==> src/smpb_pkg.sv <==
// smpb_pkg.sv: indices, storage slots, limits and carrier types of the
// second-motor parameter bank.
// assumes an AXI4-Lite master; a byte address is four times the index.
package smpb_pkg;

    // register indices; byte address = index * 4
    localparam logic [15:0] IX_ACC1_HI = 16'h2103, IX_ACC1_LO = 16'h2104,
        IX_DEC1_HI = 16'h2105, IX_DEC1_LO = 16'h2106,
        IX_BASE    = 16'h2203, IX_MAXF    = 16'h2204,
        IX_MSPD_HI = 16'h2216, IX_MSPD_LO = 16'h2217,
        IX_BMETH   = 16'h223b, IX_BVAL    = 16'h223c,
        IX_BKNEE   = 16'h223d, IX_CURVE   = 16'h223e,
        IX_VGAIN   = 16'h2240, IX_SGAIN   = 16'h2241,
        IX_UPL_HI  = 16'h224f, IX_UPL_LO  = 16'h2250,
        IX_LOL_HI  = 16'h2251, IX_LOL_LO  = 16'h2252,
        IX_ACC2_HI = 16'h226f, IX_ACC2_LO = 16'h2270,
        IX_DEC2_HI = 16'h2271, IX_DEC2_LO = 16'h2272,
        IX_RSW     = 16'h2273,
        IX_ATRN_HI = 16'h2274, IX_ATRN_LO = 16'h2275,
        IX_DTRN_HI = 16'h2276, IX_DTRN_LO = 16'h2277,
        IX_REGION  = 16'h2600, IX_CAP     = 16'h2601,
        IX_RATED   = 16'h2602;

    // storage slots; a split pair shares one 32-bit slot
    typedef enum logic [4:0] {
        S_ACC1 = 5'h00, S_DEC1 = 5'h01, S_BASE = 5'h02, S_MAXF = 5'h03,
        S_MSPD = 5'h04, S_BMETH = 5'h05, S_BVAL = 5'h06, S_BKNEE = 5'h07,
        S_CURVE = 5'h08, S_VGAIN = 5'h09, S_SGAIN = 5'h0a, S_UPL = 5'h0b,
        S_LOL = 5'h0c, S_ACC2 = 5'h0d, S_DEC2 = 5'h0e, S_RSW = 5'h0f,
        S_ATRN = 5'h10, S_DTRN = 5'h11, S_REGION = 5'h12, S_CAP = 5'h13,
        S_RATED = 5'h14
    } smpb_slot_t;
    localparam int NSTORE = 20;

    // accepted ranges
    localparam logic [31:0] TIME_MIN = 32'h0000_0001;
    localparam logic [31:0] TIME_MAX = 32'h0005_7e40;
    localparam logic [31:0] TRN_MAX  = 32'h0000_9c40;
    localparam logic [31:0] HZ_SCALE = 32'h0000_0064;
    localparam logic [15:0] FREQ_MIN_HZ = 16'h001e;
    localparam logic [15:0] FREQ_MAX_HZ = 16'h0190;
    localparam logic [15:0] METH_MAX   = 16'h0001;
    localparam logic [15:0] BOOST_MAX  = 16'h00c8;
    localparam logic [15:0] KNEE_MAX   = 16'h01f4;
    localparam logic [15:0] CURVE_MAX  = 16'h0004;
    localparam logic [15:0] GAIN_MAX   = 16'h00ff;
    localparam logic [15:0] RSW_MAX    = 16'h0002;
    localparam logic [15:0] REGION_MAX = 16'h0002;
    localparam logic [15:0] REGION_EU  = 16'h0001;
    localparam logic [15:0] CAP_MAX    = 16'h001a;

    // bus answers
    localparam logic [1:0] RESP_OKAY   = 2'h0;
    localparam logic [1:0] RESP_SLVERR = 2'h2;

    // reset contents of every slot, in slot order
    localparam logic [31:0] RST_STORE [NSTORE] = '{
        32'h0000_0bb8, 32'h0000_0bb8, 32'h0000_003c, 32'h0000_003c,
        32'h0000_0000, 32'h0000_0000, 32'h0000_0000, 32'h0000_0000,
        32'h0000_0000, 32'h0000_0000, 32'h0000_0000, 32'h0000_0000,
        32'h0000_0000, 32'h0000_0bb8, 32'h0000_0bb8, 32'h0000_0000,
        32'h0000_0000, 32'h0000_0000, 32'h0000_0000, 32'h0000_0004
    };

    // result of decoding one register index
    typedef struct packed {
        logic       valid;
        logic       pair;
        logic       hi;
        logic       ro;
        smpb_slot_t slot;
    } smpb_dec_t;

    // stored settings as seen by the drive logic
    typedef struct packed {
        logic [31:0] firstAccelTime;
        logic [31:0] firstDecelTime;
        logic [15:0] baseFrequency;
        logic [15:0] maximumFrequency;
        logic [31:0] multispeedFrequency;
        logic [15:0] boostMethod;
        logic [15:0] manualBoostAmount;
        logic [15:0] manualBoostKnee;
        logic [15:0] curveSelection;
        logic [15:0] autoBoostVoltGain;
        logic [15:0] autoBoostSlipGain;
        logic [31:0] upperFreqLimit;
        logic [31:0] lowerFreqLimit;
        logic [31:0] secondAccelTime;
        logic [31:0] secondDecelTime;
        logic [15:0] rampStageSwitchMethod;
        logic [31:0] accelStageChangeFreq;
        logic [31:0] decelStageChangeFreq;
        logic [15:0] regionalModeSelect;
        logic [15:0] motorCapacityCode;
    } smpb_param_t;

endpackage

==> src/smpb_bank.sv <==
// smpb_bank.sv: second-motor parameter bank, an AXI4-Lite slave that
// keeps range-checked drive settings and the rated power lookup.
// assumes one clock, synchronous reset and a master that keeps to AXI4-Lite.
//
// Chosen here: the AXI4-Lite register port.
`timescale 1ns/1ps
`default_nettype none

module smpb_bank
    import smpb_pkg::*;
#(
    parameter int ADDR_W = 16
)(
    input  wire logic              clk,
    input  wire logic              rst,
    input  wire logic              ce,
    input  wire logic [31:0]       startFreq,
    input  wire logic              awvalid,
    output logic                   awready,
    input  wire logic [ADDR_W-1:0] awaddr,
    input  wire logic              wvalid,
    output logic                   wready,
    input  wire logic [31:0]       wdata,
    input  wire logic [3:0]        wstrb,
    output logic                   bvalid,
    input  wire logic              bready,
    output logic [1:0]             bresp,
    input  wire logic              arvalid,
    output logic                   arready,
    input  wire logic [ADDR_W-1:0] araddr,
    output logic                   rvalid,
    input  wire logic              rready,
    output logic [31:0]            rdata,
    output logic [1:0]             rresp,
    output smpb_param_t            params,
    output logic [15:0]            ratedPower
);

    // index bits must not alias the map
    if (ADDR_W < 16 || ADDR_W > 18)
    begin : g_addr_check
        $error("smpb_bank: ADDR_W must lie in 16..18");
    end

    // index to slot; anything not listed is reserved
    function automatic smpb_dec_t decode(input logic [15:0] idx);
        smpb_dec_t d;
        d = '{valid: 1'b1, pair: 1'b1, hi: 1'b0, ro: 1'b0, slot: S_ACC1};
        unique case (idx)
            IX_ACC1_HI: d.hi = 1'b1;
            IX_ACC1_LO: d.slot = S_ACC1;
            IX_DEC1_HI: d = '{1'b1, 1'b1, 1'b1, 1'b0, S_DEC1};
            IX_DEC1_LO: d.slot = S_DEC1;
            IX_BASE:    d = '{1'b1, 1'b0, 1'b0, 1'b0, S_BASE};
            IX_MAXF:    d = '{1'b1, 1'b0, 1'b0, 1'b0, S_MAXF};
            IX_MSPD_HI: d = '{1'b1, 1'b1, 1'b1, 1'b0, S_MSPD};
            IX_MSPD_LO: d.slot = S_MSPD;
            IX_BMETH:   d = '{1'b1, 1'b0, 1'b0, 1'b0, S_BMETH};
            IX_BVAL:    d = '{1'b1, 1'b0, 1'b0, 1'b0, S_BVAL};
            IX_BKNEE:   d = '{1'b1, 1'b0, 1'b0, 1'b0, S_BKNEE};
            IX_CURVE:   d = '{1'b1, 1'b0, 1'b0, 1'b0, S_CURVE};
            IX_VGAIN:   d = '{1'b1, 1'b0, 1'b0, 1'b0, S_VGAIN};
            IX_SGAIN:   d = '{1'b1, 1'b0, 1'b0, 1'b0, S_SGAIN};
            IX_UPL_HI:  d = '{1'b1, 1'b1, 1'b1, 1'b0, S_UPL};
            IX_UPL_LO:  d.slot = S_UPL;
            IX_LOL_HI:  d = '{1'b1, 1'b1, 1'b1, 1'b0, S_LOL};
            IX_LOL_LO:  d.slot = S_LOL;
            IX_ACC2_HI: d = '{1'b1, 1'b1, 1'b1, 1'b0, S_ACC2};
            IX_ACC2_LO: d.slot = S_ACC2;
            IX_DEC2_HI: d = '{1'b1, 1'b1, 1'b1, 1'b0, S_DEC2};
            IX_DEC2_LO: d.slot = S_DEC2;
            IX_RSW:     d = '{1'b1, 1'b0, 1'b0, 1'b0, S_RSW};
            IX_ATRN_HI: d = '{1'b1, 1'b1, 1'b1, 1'b0, S_ATRN};
            IX_ATRN_LO: d.slot = S_ATRN;
            IX_DTRN_HI: d = '{1'b1, 1'b1, 1'b1, 1'b0, S_DTRN};
            IX_DTRN_LO: d.slot = S_DTRN;
            IX_REGION:  d = '{1'b1, 1'b0, 1'b0, 1'b0, S_REGION};
            IX_CAP:     d = '{1'b1, 1'b0, 1'b0, 1'b0, S_CAP};
            IX_RATED:   d = '{1'b1, 1'b0, 1'b0, 1'b1, S_RATED};
            default:    d = '{1'b0, 1'b0, 1'b0, 1'b0, S_ACC1};
        endcase
        return d;
    endfunction

    // rated power in 0.01 kW; zero marks a code unused in that mode
    function automatic logic [15:0] capTable(
        input logic [15:0] mode,
        input logic [15:0] code
    );
        logic eu;
        logic [15:0] p;
        eu = (mode == REGION_EU);
        p = 16'h0000;
        unique case (code)
            16'd0:  p = 16'd20;
            16'd1:  p = eu ? 16'd37 : 16'h0000;
            16'd2:  p = eu ? 16'h0000 : 16'd40;
            16'd3:  p = eu ? 16'd55 : 16'h0000;
            16'd4:  p = 16'd75;
            16'd5:  p = eu ? 16'd110 : 16'h0000;
            16'd6:  p = 16'd150;
            16'd7:  p = 16'd220;
            16'd8:  p = eu ? 16'd300 : 16'h0000;
            16'd9:  p = eu ? 16'h0000 : 16'd370;
            16'd10: p = eu ? 16'd400 : 16'h0000;
            16'd11: p = 16'd550;
            16'd12: p = 16'd750;
            16'd13: p = 16'd1100;
            16'd14: p = 16'd1500;
            16'd15: p = 16'd1850;
            16'd16: p = 16'd2200;
            16'd17: p = 16'd3000;
            16'd18: p = 16'd3700;
            16'd19: p = 16'd4500;
            16'd20: p = 16'd5500;
            16'd21: p = 16'd7500;
            16'd22: p = 16'd9000;
            16'd23: p = 16'd11000;
            16'd24: p = 16'd13200;
            16'd25: p = 16'd15000;
            16'd26: p = 16'd16000;
            default: p = 16'h0000;
        endcase
        return p;
    endfunction

    logic [31:0]       store [NSTORE];
    logic [15:0]       stageHi;
    logic [ADDR_W-1:0] awAddr;
    logic [31:0]       wData;
    logic [3:0]        wStrb;
    logic              inRange;

    // write decode and candidate value
    wire smpb_dec_t   wrDec   = decode(16'(awAddr[ADDR_W-1:2]));
    wire logic [15:0] lo16    = wData[15:0];
    wire logic [31:0] val32   = wrDec.pair ? {stageHi, lo16}
                                           : {16'h0000, lo16};
    wire logic [15:0] maxHz   = store[S_MAXF][15:0];
    wire logic [31:0] maxCent = 32'(maxHz) * HZ_SCALE;
    wire logic [31:0] lowLim  = store[S_LOL];
    wire logic [15:0] region  = store[S_REGION][15:0];
    wire logic        wrFire  = ce && !awready && !wready && !bvalid;
    wire logic        wrOk    = wrDec.valid && !wrDec.ro
                                && (wStrb[1:0] == 2'h3)
                                && (wrDec.hi || inRange);
    wire logic        wrStore = wrFire && wrOk && !wrDec.hi
                                && (wrDec.slot != S_RATED);
    wire logic [31:0] wrWord  = (wrDec.slot < S_RATED)
                                ? store[wrDec.slot] : 32'h0000_0000;

    // accepted range of the value being written
    always_comb
    begin
        inRange = 1'b0;
        unique case (wrDec.slot)
            S_ACC1, S_DEC1, S_ACC2, S_DEC2:
                inRange = (val32 >= TIME_MIN) && (val32 <= TIME_MAX);
            S_BASE:
                inRange = (lo16 >= FREQ_MIN_HZ) && (lo16 <= maxHz);
            S_MAXF:
                inRange = (lo16 >= FREQ_MIN_HZ)
                          && (lo16 <= FREQ_MAX_HZ);
            S_MSPD, S_LOL:
                inRange = (val32 == 32'h0)
                          || ((val32 >= startFreq) && (val32 <= maxCent));
            S_UPL:
                inRange = (val32 == 32'h0)
                          || ((val32 >= lowLim) && (val32 <= maxCent));
            S_BMETH:  inRange = (lo16 <= METH_MAX);
            S_BVAL:   inRange = (lo16 <= BOOST_MAX);
            S_BKNEE:  inRange = (lo16 <= KNEE_MAX);
            S_CURVE:  inRange = (lo16 <= CURVE_MAX);
            S_VGAIN, S_SGAIN: inRange = (lo16 <= GAIN_MAX);
            S_RSW:    inRange = (lo16 <= RSW_MAX);
            S_ATRN, S_DTRN: inRange = (val32 <= TRN_MAX);
            S_REGION: inRange = (lo16 <= REGION_MAX);
            S_CAP:    inRange = (lo16 <= CAP_MAX)
                                && (capTable(region, lo16) != 16'h0);
            default:  inRange = 1'b0;
        endcase
    end

    // write channels: take address and data in either order, then answer
    always_ff @(posedge clk)
    begin
        if (rst)
        begin
            awready <= 1'b1;
            wready  <= 1'b1;
            bvalid  <= 1'b0;
            bresp   <= RESP_OKAY;
            awAddr  <= '0;
            wData   <= 32'h0;
            wStrb   <= 4'h0;
        end
        else if (ce)
        begin
            if (awvalid && awready)
            begin
                awAddr  <= awaddr;
                awready <= 1'b0;
            end
            if (wvalid && wready)
            begin
                wData  <= wdata;
                wStrb  <= wstrb;
                wready <= 1'b0;
            end
            if (wrFire)
            begin
                bvalid <= 1'b1;
                bresp  <= wrOk ? RESP_OKAY : RESP_SLVERR;
            end
            if (bvalid && bready)
            begin
                bvalid  <= 1'b0;
                awready <= 1'b1;
                wready  <= 1'b1;
            end
        end
    end

    // settings storage; the high word of a pair waits for its low word
    always_ff @(posedge clk)
    begin
        if (rst)
        begin
            for (int i = 0; i < NSTORE; i++)
                store[i] <= RST_STORE[i];
            stageHi <= 16'h0000;
        end
        else
        begin
            if (wrFire && wrOk && wrDec.hi)
                stageHi <= lo16;
            if (wrStore)
                store[wrDec.slot] <= val32;
        end
    end

    // rated power follows the stored mode and code
    always_ff @(posedge clk)
    begin
        if (rst)
            ratedPower <= 16'h0000;
        else if (ce)
            ratedPower <= capTable(region, store[S_CAP][15:0]);
    end

    // read decode and data selection
    wire smpb_dec_t   rdDec  = decode(16'(araddr[ADDR_W-1:2]));
    wire logic [31:0] rdWord = (rdDec.slot < S_RATED)
                               ? store[rdDec.slot] : 32'h0000_0000;
    wire logic [31:0] rdHalf = rdDec.hi ? {16'h0000, rdWord[31:16]}
                                        : {16'h0000, rdWord[15:0]};
    wire logic [31:0] rdVal  = !rdDec.valid ? 32'h0000_0000
                             : (rdDec.slot == S_RATED)
                               ? {16'h0000, ratedPower}
                             : rdDec.pair ? rdHalf : rdWord;

    // read channel: one read at a time, data one edge after the address
    always_ff @(posedge clk)
    begin
        if (rst)
        begin
            arready <= 1'b1;
            rvalid  <= 1'b0;
            rdata   <= 32'h0;
            rresp   <= RESP_OKAY;
        end
        else if (ce)
        begin
            if (arvalid && arready)
            begin
                arready <= 1'b0;
                rvalid  <= 1'b1;
                rdata   <= rdVal;
                rresp   <= rdDec.valid ? RESP_OKAY : RESP_SLVERR;
            end
            if (rvalid && rready)
            begin
                rvalid  <= 1'b0;
                arready <= 1'b1;
            end
        end
    end

    // settings presented to the drive logic
    assign params.firstAccelTime        = store[S_ACC1];
    assign params.firstDecelTime        = store[S_DEC1];
    assign params.baseFrequency         = store[S_BASE][15:0];
    assign params.maximumFrequency      = maxHz;
    assign params.multispeedFrequency   = store[S_MSPD];
    assign params.boostMethod           = store[S_BMETH][15:0];
    assign params.manualBoostAmount     = store[S_BVAL][15:0];
    assign params.manualBoostKnee       = store[S_BKNEE][15:0];
    assign params.curveSelection        = store[S_CURVE][15:0];
    assign params.autoBoostVoltGain     = store[S_VGAIN][15:0];
    assign params.autoBoostSlipGain     = store[S_SGAIN][15:0];
    assign params.upperFreqLimit        = store[S_UPL];
    assign params.lowerFreqLimit        = lowLim;
    assign params.secondAccelTime       = store[S_ACC2];
    assign params.secondDecelTime       = store[S_DEC2];
    assign params.rampStageSwitchMethod = store[S_RSW][15:0];
    assign params.accelStageChangeFreq  = store[S_ATRN];
    assign params.decelStageChangeFreq  = store[S_DTRN];
    assign params.regionalModeSelect    = region;
    assign params.motorCapacityCode     = store[S_CAP][15:0];
    // helper copy of the slot a write aimed at
    logic [4:0]  lastSlot;
    logic [31:0] lastVal;
    always_ff @(posedge clk)
    begin
        lastSlot <= wrDec.slot;
        lastVal  <= wrWord;
    end
endmodule // smpb_bank

`default_nettype wire

==> config.mk <==
export PLATFORM = sky130hd
export DESIGN_NAME = smpb_bank
export DESIGN_NICKNAME = d
export VERILOG_FILES = /design/src/smpb_pkg.sv /design/src/smpb_bank.sv
export SDC_FILE = /design/constraint.sdc
export NUM_CORES = 2
export LEC_CHECK = 0
export ABC_CLOCK_PERIOD_IN_PS = 22300
export BUFFER_PORTS_ARGS = -buffer_cell sky130_fd_sc_hd__buf_2
export CAP_MARGIN = 10
export CORE_ASPECT_RATIO = 0.8
export CORE_UTILIZATION = 30
export CTS_CLUSTER_SIZE = 10
export DETAILED_ROUTE_END_ITERATION = 6
export GPL_TIMING_DRIVEN = 0
export PLACE_DENSITY = 0.48
export SYNTH_ARGS = -nofsm -noshare
export SYNTH_HDL_FRONTEND = slang
export SYNTH_SLANG_ARGS = --single-unit
==> constraint.sdc <==
create_clock -name clk -period 22.3 [get_ports clk]
set_input_delay 1.115 -clock clk [delete_from_list [all_inputs] [get_ports clk]]
set_output_delay 1.115 -clock clk [all_outputs]
set_load 0.01 [all_outputs]
==> results.yml <==
final_layout:
  ff_latch_area_um2: 21200
  layout-drive-gt1-share: 0.233
  area_growth_pct: 26.1
  finalNetCount: 4867
  fin_cells: 6386
  multi_input_area_um2: 16500
  fillCellCount: 12890
synth:
  syn-cell-area_um2: 39000
  ys_ff_latch: 741
  ys_top_cells_by_count: "640 x edfxtp_1, 290 x nand2_1, 237 x mux2i_1"
  synthFlopType: "edfxtp_1"
  yosys_warnings: 0
  synth_cell_types: 101
  post-synth-top-area-fraction: 0.493
  syn_avg_cell_area_um2: 11.2
  yosysTopAreaCell: "edfxtp_1"
  seq_area_frac_synth: 0.544
  yosysMostFrequentCell: "edfxtp_1"
  synth-async-reset-ratio: 0
  syn-instance-count: 3474
  synth_edf_count: 640
  synthTopCellsByArea: "edfxtp_1 49%, mux2i_1 6.1%, dfxtp_1 5.2%, ha_1 4.9%, buf_4 3.9%"
route:
  dr.pass1.iters: 6
  antenna_left: 0
  first_iter_violations: 3586
  wl_met2_mm: 84.3
  vias: 33226
  via_per_inst: 5.20
  met1_length_mm: 84.8
  wire_per_inst_um: 30.3
  highest_layer: "met5"
  wl_mm: 194
  drc_errors: 0
  wl_met3_mm: 17.9
clock_tree:
  numClockSinks: 741
  cts_inserted_buffers: 88
  ctsHoldBuffers: 0
  path_clk_slew_ns: 0.06
  clock-root-buffer: "clkbuf_16"
  worstSkewPairLatency_ns: 0.75
  cts_max_level: 3
  cts_tree: "yes"
  clockBufferDepth: 3
  cts_setup_buffers: 0
  cts_resized: 0
critical_path:
  r2r-start: "awAddr[4]"
  setup.worst_path.class: "flip-flop to flip-flop"
  start_kind: "flip-flop"
  end_kind: "flip-flop"
  r2r_cells: 23
  crit_start: "awAddr[4]"
  worst-path-max-fanout: 14
  reg2reg_to: "store[1][31]"
  ff2ff_setup_slack_ns: 14.10
  cp_data_arrival_time_ns: 8.62
  cp.required_ns: 22.72
timing:
  finalHoldViolCount: 0
  relSlewSlack: -0.00555
  setup_viol: 0
  period_needed_ns: 8.20
  finClkSkew_ns: 0.0452
  max_freq_mhz: 122
  rsz0062_at_grt: "no"
  period_share: 0.368
  worst_slew_pin_slew_ns: 1.51
  slew_viol_final: 9
  worst_slack_ns: 14.10
  fin_setup_tns_ns: 0
die:
  start_util: 0.305
  die-area_um2: 131000
  rows: 117
  core_um2: 128000
  die_height_um: 325
  die_x_um: 405
  io_pins: 629
placed_design:
  place_ws_ns: 14.21
  dp.cells: 6227
  dp_hpwl_mm: 154
  gp_congestion: 0.945
  port-buffer-count: 601
power_and_ir_drop:
  switchingPower_uw: 977
  pwr-share-comb: 0.129
  p_per_area_nw_per_um2: 71.6
  switching_share: 0.278
  intPower_uw: 2540
  power.leakage_uw: 0.0194
  ir_worst_vdd_uv: 53.7
  clockPowerShare: 0.399
  p_seq_frac: 0.472
job:
  drv_cap: 0
outcome:
  status: "finished, violations left"
  violations: "slew limit"
global_route:
  grt_overflow: 0
  grt_pass1_wl_mm: 259
  grt_max_degree: 33
  antenna_found_initial: 14
  gr-usage-all-layers: 0.286
  first_global_vias: 31492
hold_path:
  hold_end: "rdata[15]"
  min_from: "rdata[15]"
  min_path_type: "flip-flop to flip-flop"
  hold_depth: 2
[critical path, cell delays in order, from the launching register on]
cell and delay, ns:
dfxtp_1 0.44, buf_2 0.30, inv_1 0.08, a32o_1 0.27
a22o_1 0.26, a221oi_1 0.46, clkbuf_1 0.45, nand2b_1 0.17
clkbuf_1 0.84, inv_1 0.43, ha_1 0.43, nand4_1 0.10
nor2_1 0.20, o211ai_1 0.13, nor3_1 0.19, a2111oi_0 0.16
o31a_1 0.32, nor4b_4 0.80, o21ai_4 0.18, buf_4 0.25
buf_4 0.25, o31ai_4 0.68, buf_8 0.28, buf_16 0.18
[state kept, by name, summed over array words and instances (netlist names)]
name	count
store	640
rdata	32
ratedPower	14
wready	1
bvalid	1
wData	16
stageHi	16
awready	1
rresp	1
bresp	1
awAddr	14
wStrb	2
rvalid	1
arready	1
[how the worst max path moves through the flow]
| stage | end | slack (ns) | cells after the start |
|---|---|---|---|
| 2_1_floorplan | store[18][0] | 14.12 | 23 |
| 3_3_place_gp | store[5][20] | 9.22 | 21 |
| 3_5_place_dp | store[1][24] | 14.21 | 23 |
| 4_1_cts | store[1][31] | 14.20 | 23 |
| 5_1_grt | store[1][31] | 13.89 | 24 |
| 6_report | store[1][31] | 14.10 | 23 |
[cell type report]
class,count,share of cell area
clock inverters,12,0.00417
multi-input cells,2576,0.335
clock buffers,140,0.0500
flip-flops and latches,741,0.432
repair buffers,635,0.0742
inverters,138,0.0105
diodes,5,0.000254
plain buffers,414,0.0507
well taps,1725,0.0439
[cells by family after synthesis]
logic type      synth area share
buf+inv                   0.0772
other cells            0.0000961
mux                       0.0649
xor+xnor                 0.00471
flops                      0.544
compound gates             0.105
fa+ha+maj                 0.0550
simple gates               0.149
[power groups by stage]
stage | logic [uW] | clock network, uW | registers (uW)
6_report | 454 | 1410 | 1660
5_1_grt | 490 | 1480 | 1670
4_1_cts | 448 | 1430 | 1660
3_5_place_dp | 446 | 0 | 1690
3_3_place_gp | 429 | 0 | 1700
2_1_floorplan | 239 | 0 | 1670
[routing by layer]
metal | vias to the layer above | GRT usage
met5 | - | 0
met4 | 8 | 0.0879
met3 | 279 | 0.0733
met2 | 1574 | 0.430
met1 | 16608 | 0.400
li1 | 14757 | -
[metrics by stage]
| step | cell area [um2] | utilization | total power (uW) | hold slack [ns] |
|---|---|---|---|---|
| after floorplan | 40500 | - | 1910 | 0.437 |
| after global placement | 45700 | 0.356 | 2130 | 0.432 |
| after detailed placement | 46500 | 0.363 | 2130 | 0.446 |
| after CTS | 49200 | 0.384 | 3530 | 0.460 |
| after global routing | 49200 | 0.384 | 3630 | 0.484 |
| final | 49200 | 0.384 | 3520 | 0.457 |
[layout by cell type (no fill, tap or decap), types with 12 or more instances in the layout]
master and n:
buf_2 645, a22oi_1 32, o2111ai_1 25, a21o_1 22
inv_1 130, o21ai_1 18, nand2_1 286, nor4_1 116
a32oi_1 18, a21oi_1 144, nand4_1 50, nand2b_1 44
a211oi_1 16, xnor2_1 16, or4_1 40, o211ai_1 17
mux2i_1 237, o22ai_1 38, edfxtp_1 640, and3_1 23
clkbuf_16 89, or3_1 17, ha_1 154, clkbuf_1 190
buf_8 21, o31ai_1 14, nor2_1 199, mux2_2 12
nor3_1 86, a31oi_1 12, o21ai_0 124, buf_4 204
nand3_1 162, a221oi_1 12, a22o_1 20, nor2b_1 29
conb_1 396, dfxtp_1 101
Power figures use the tool's default switching activity.
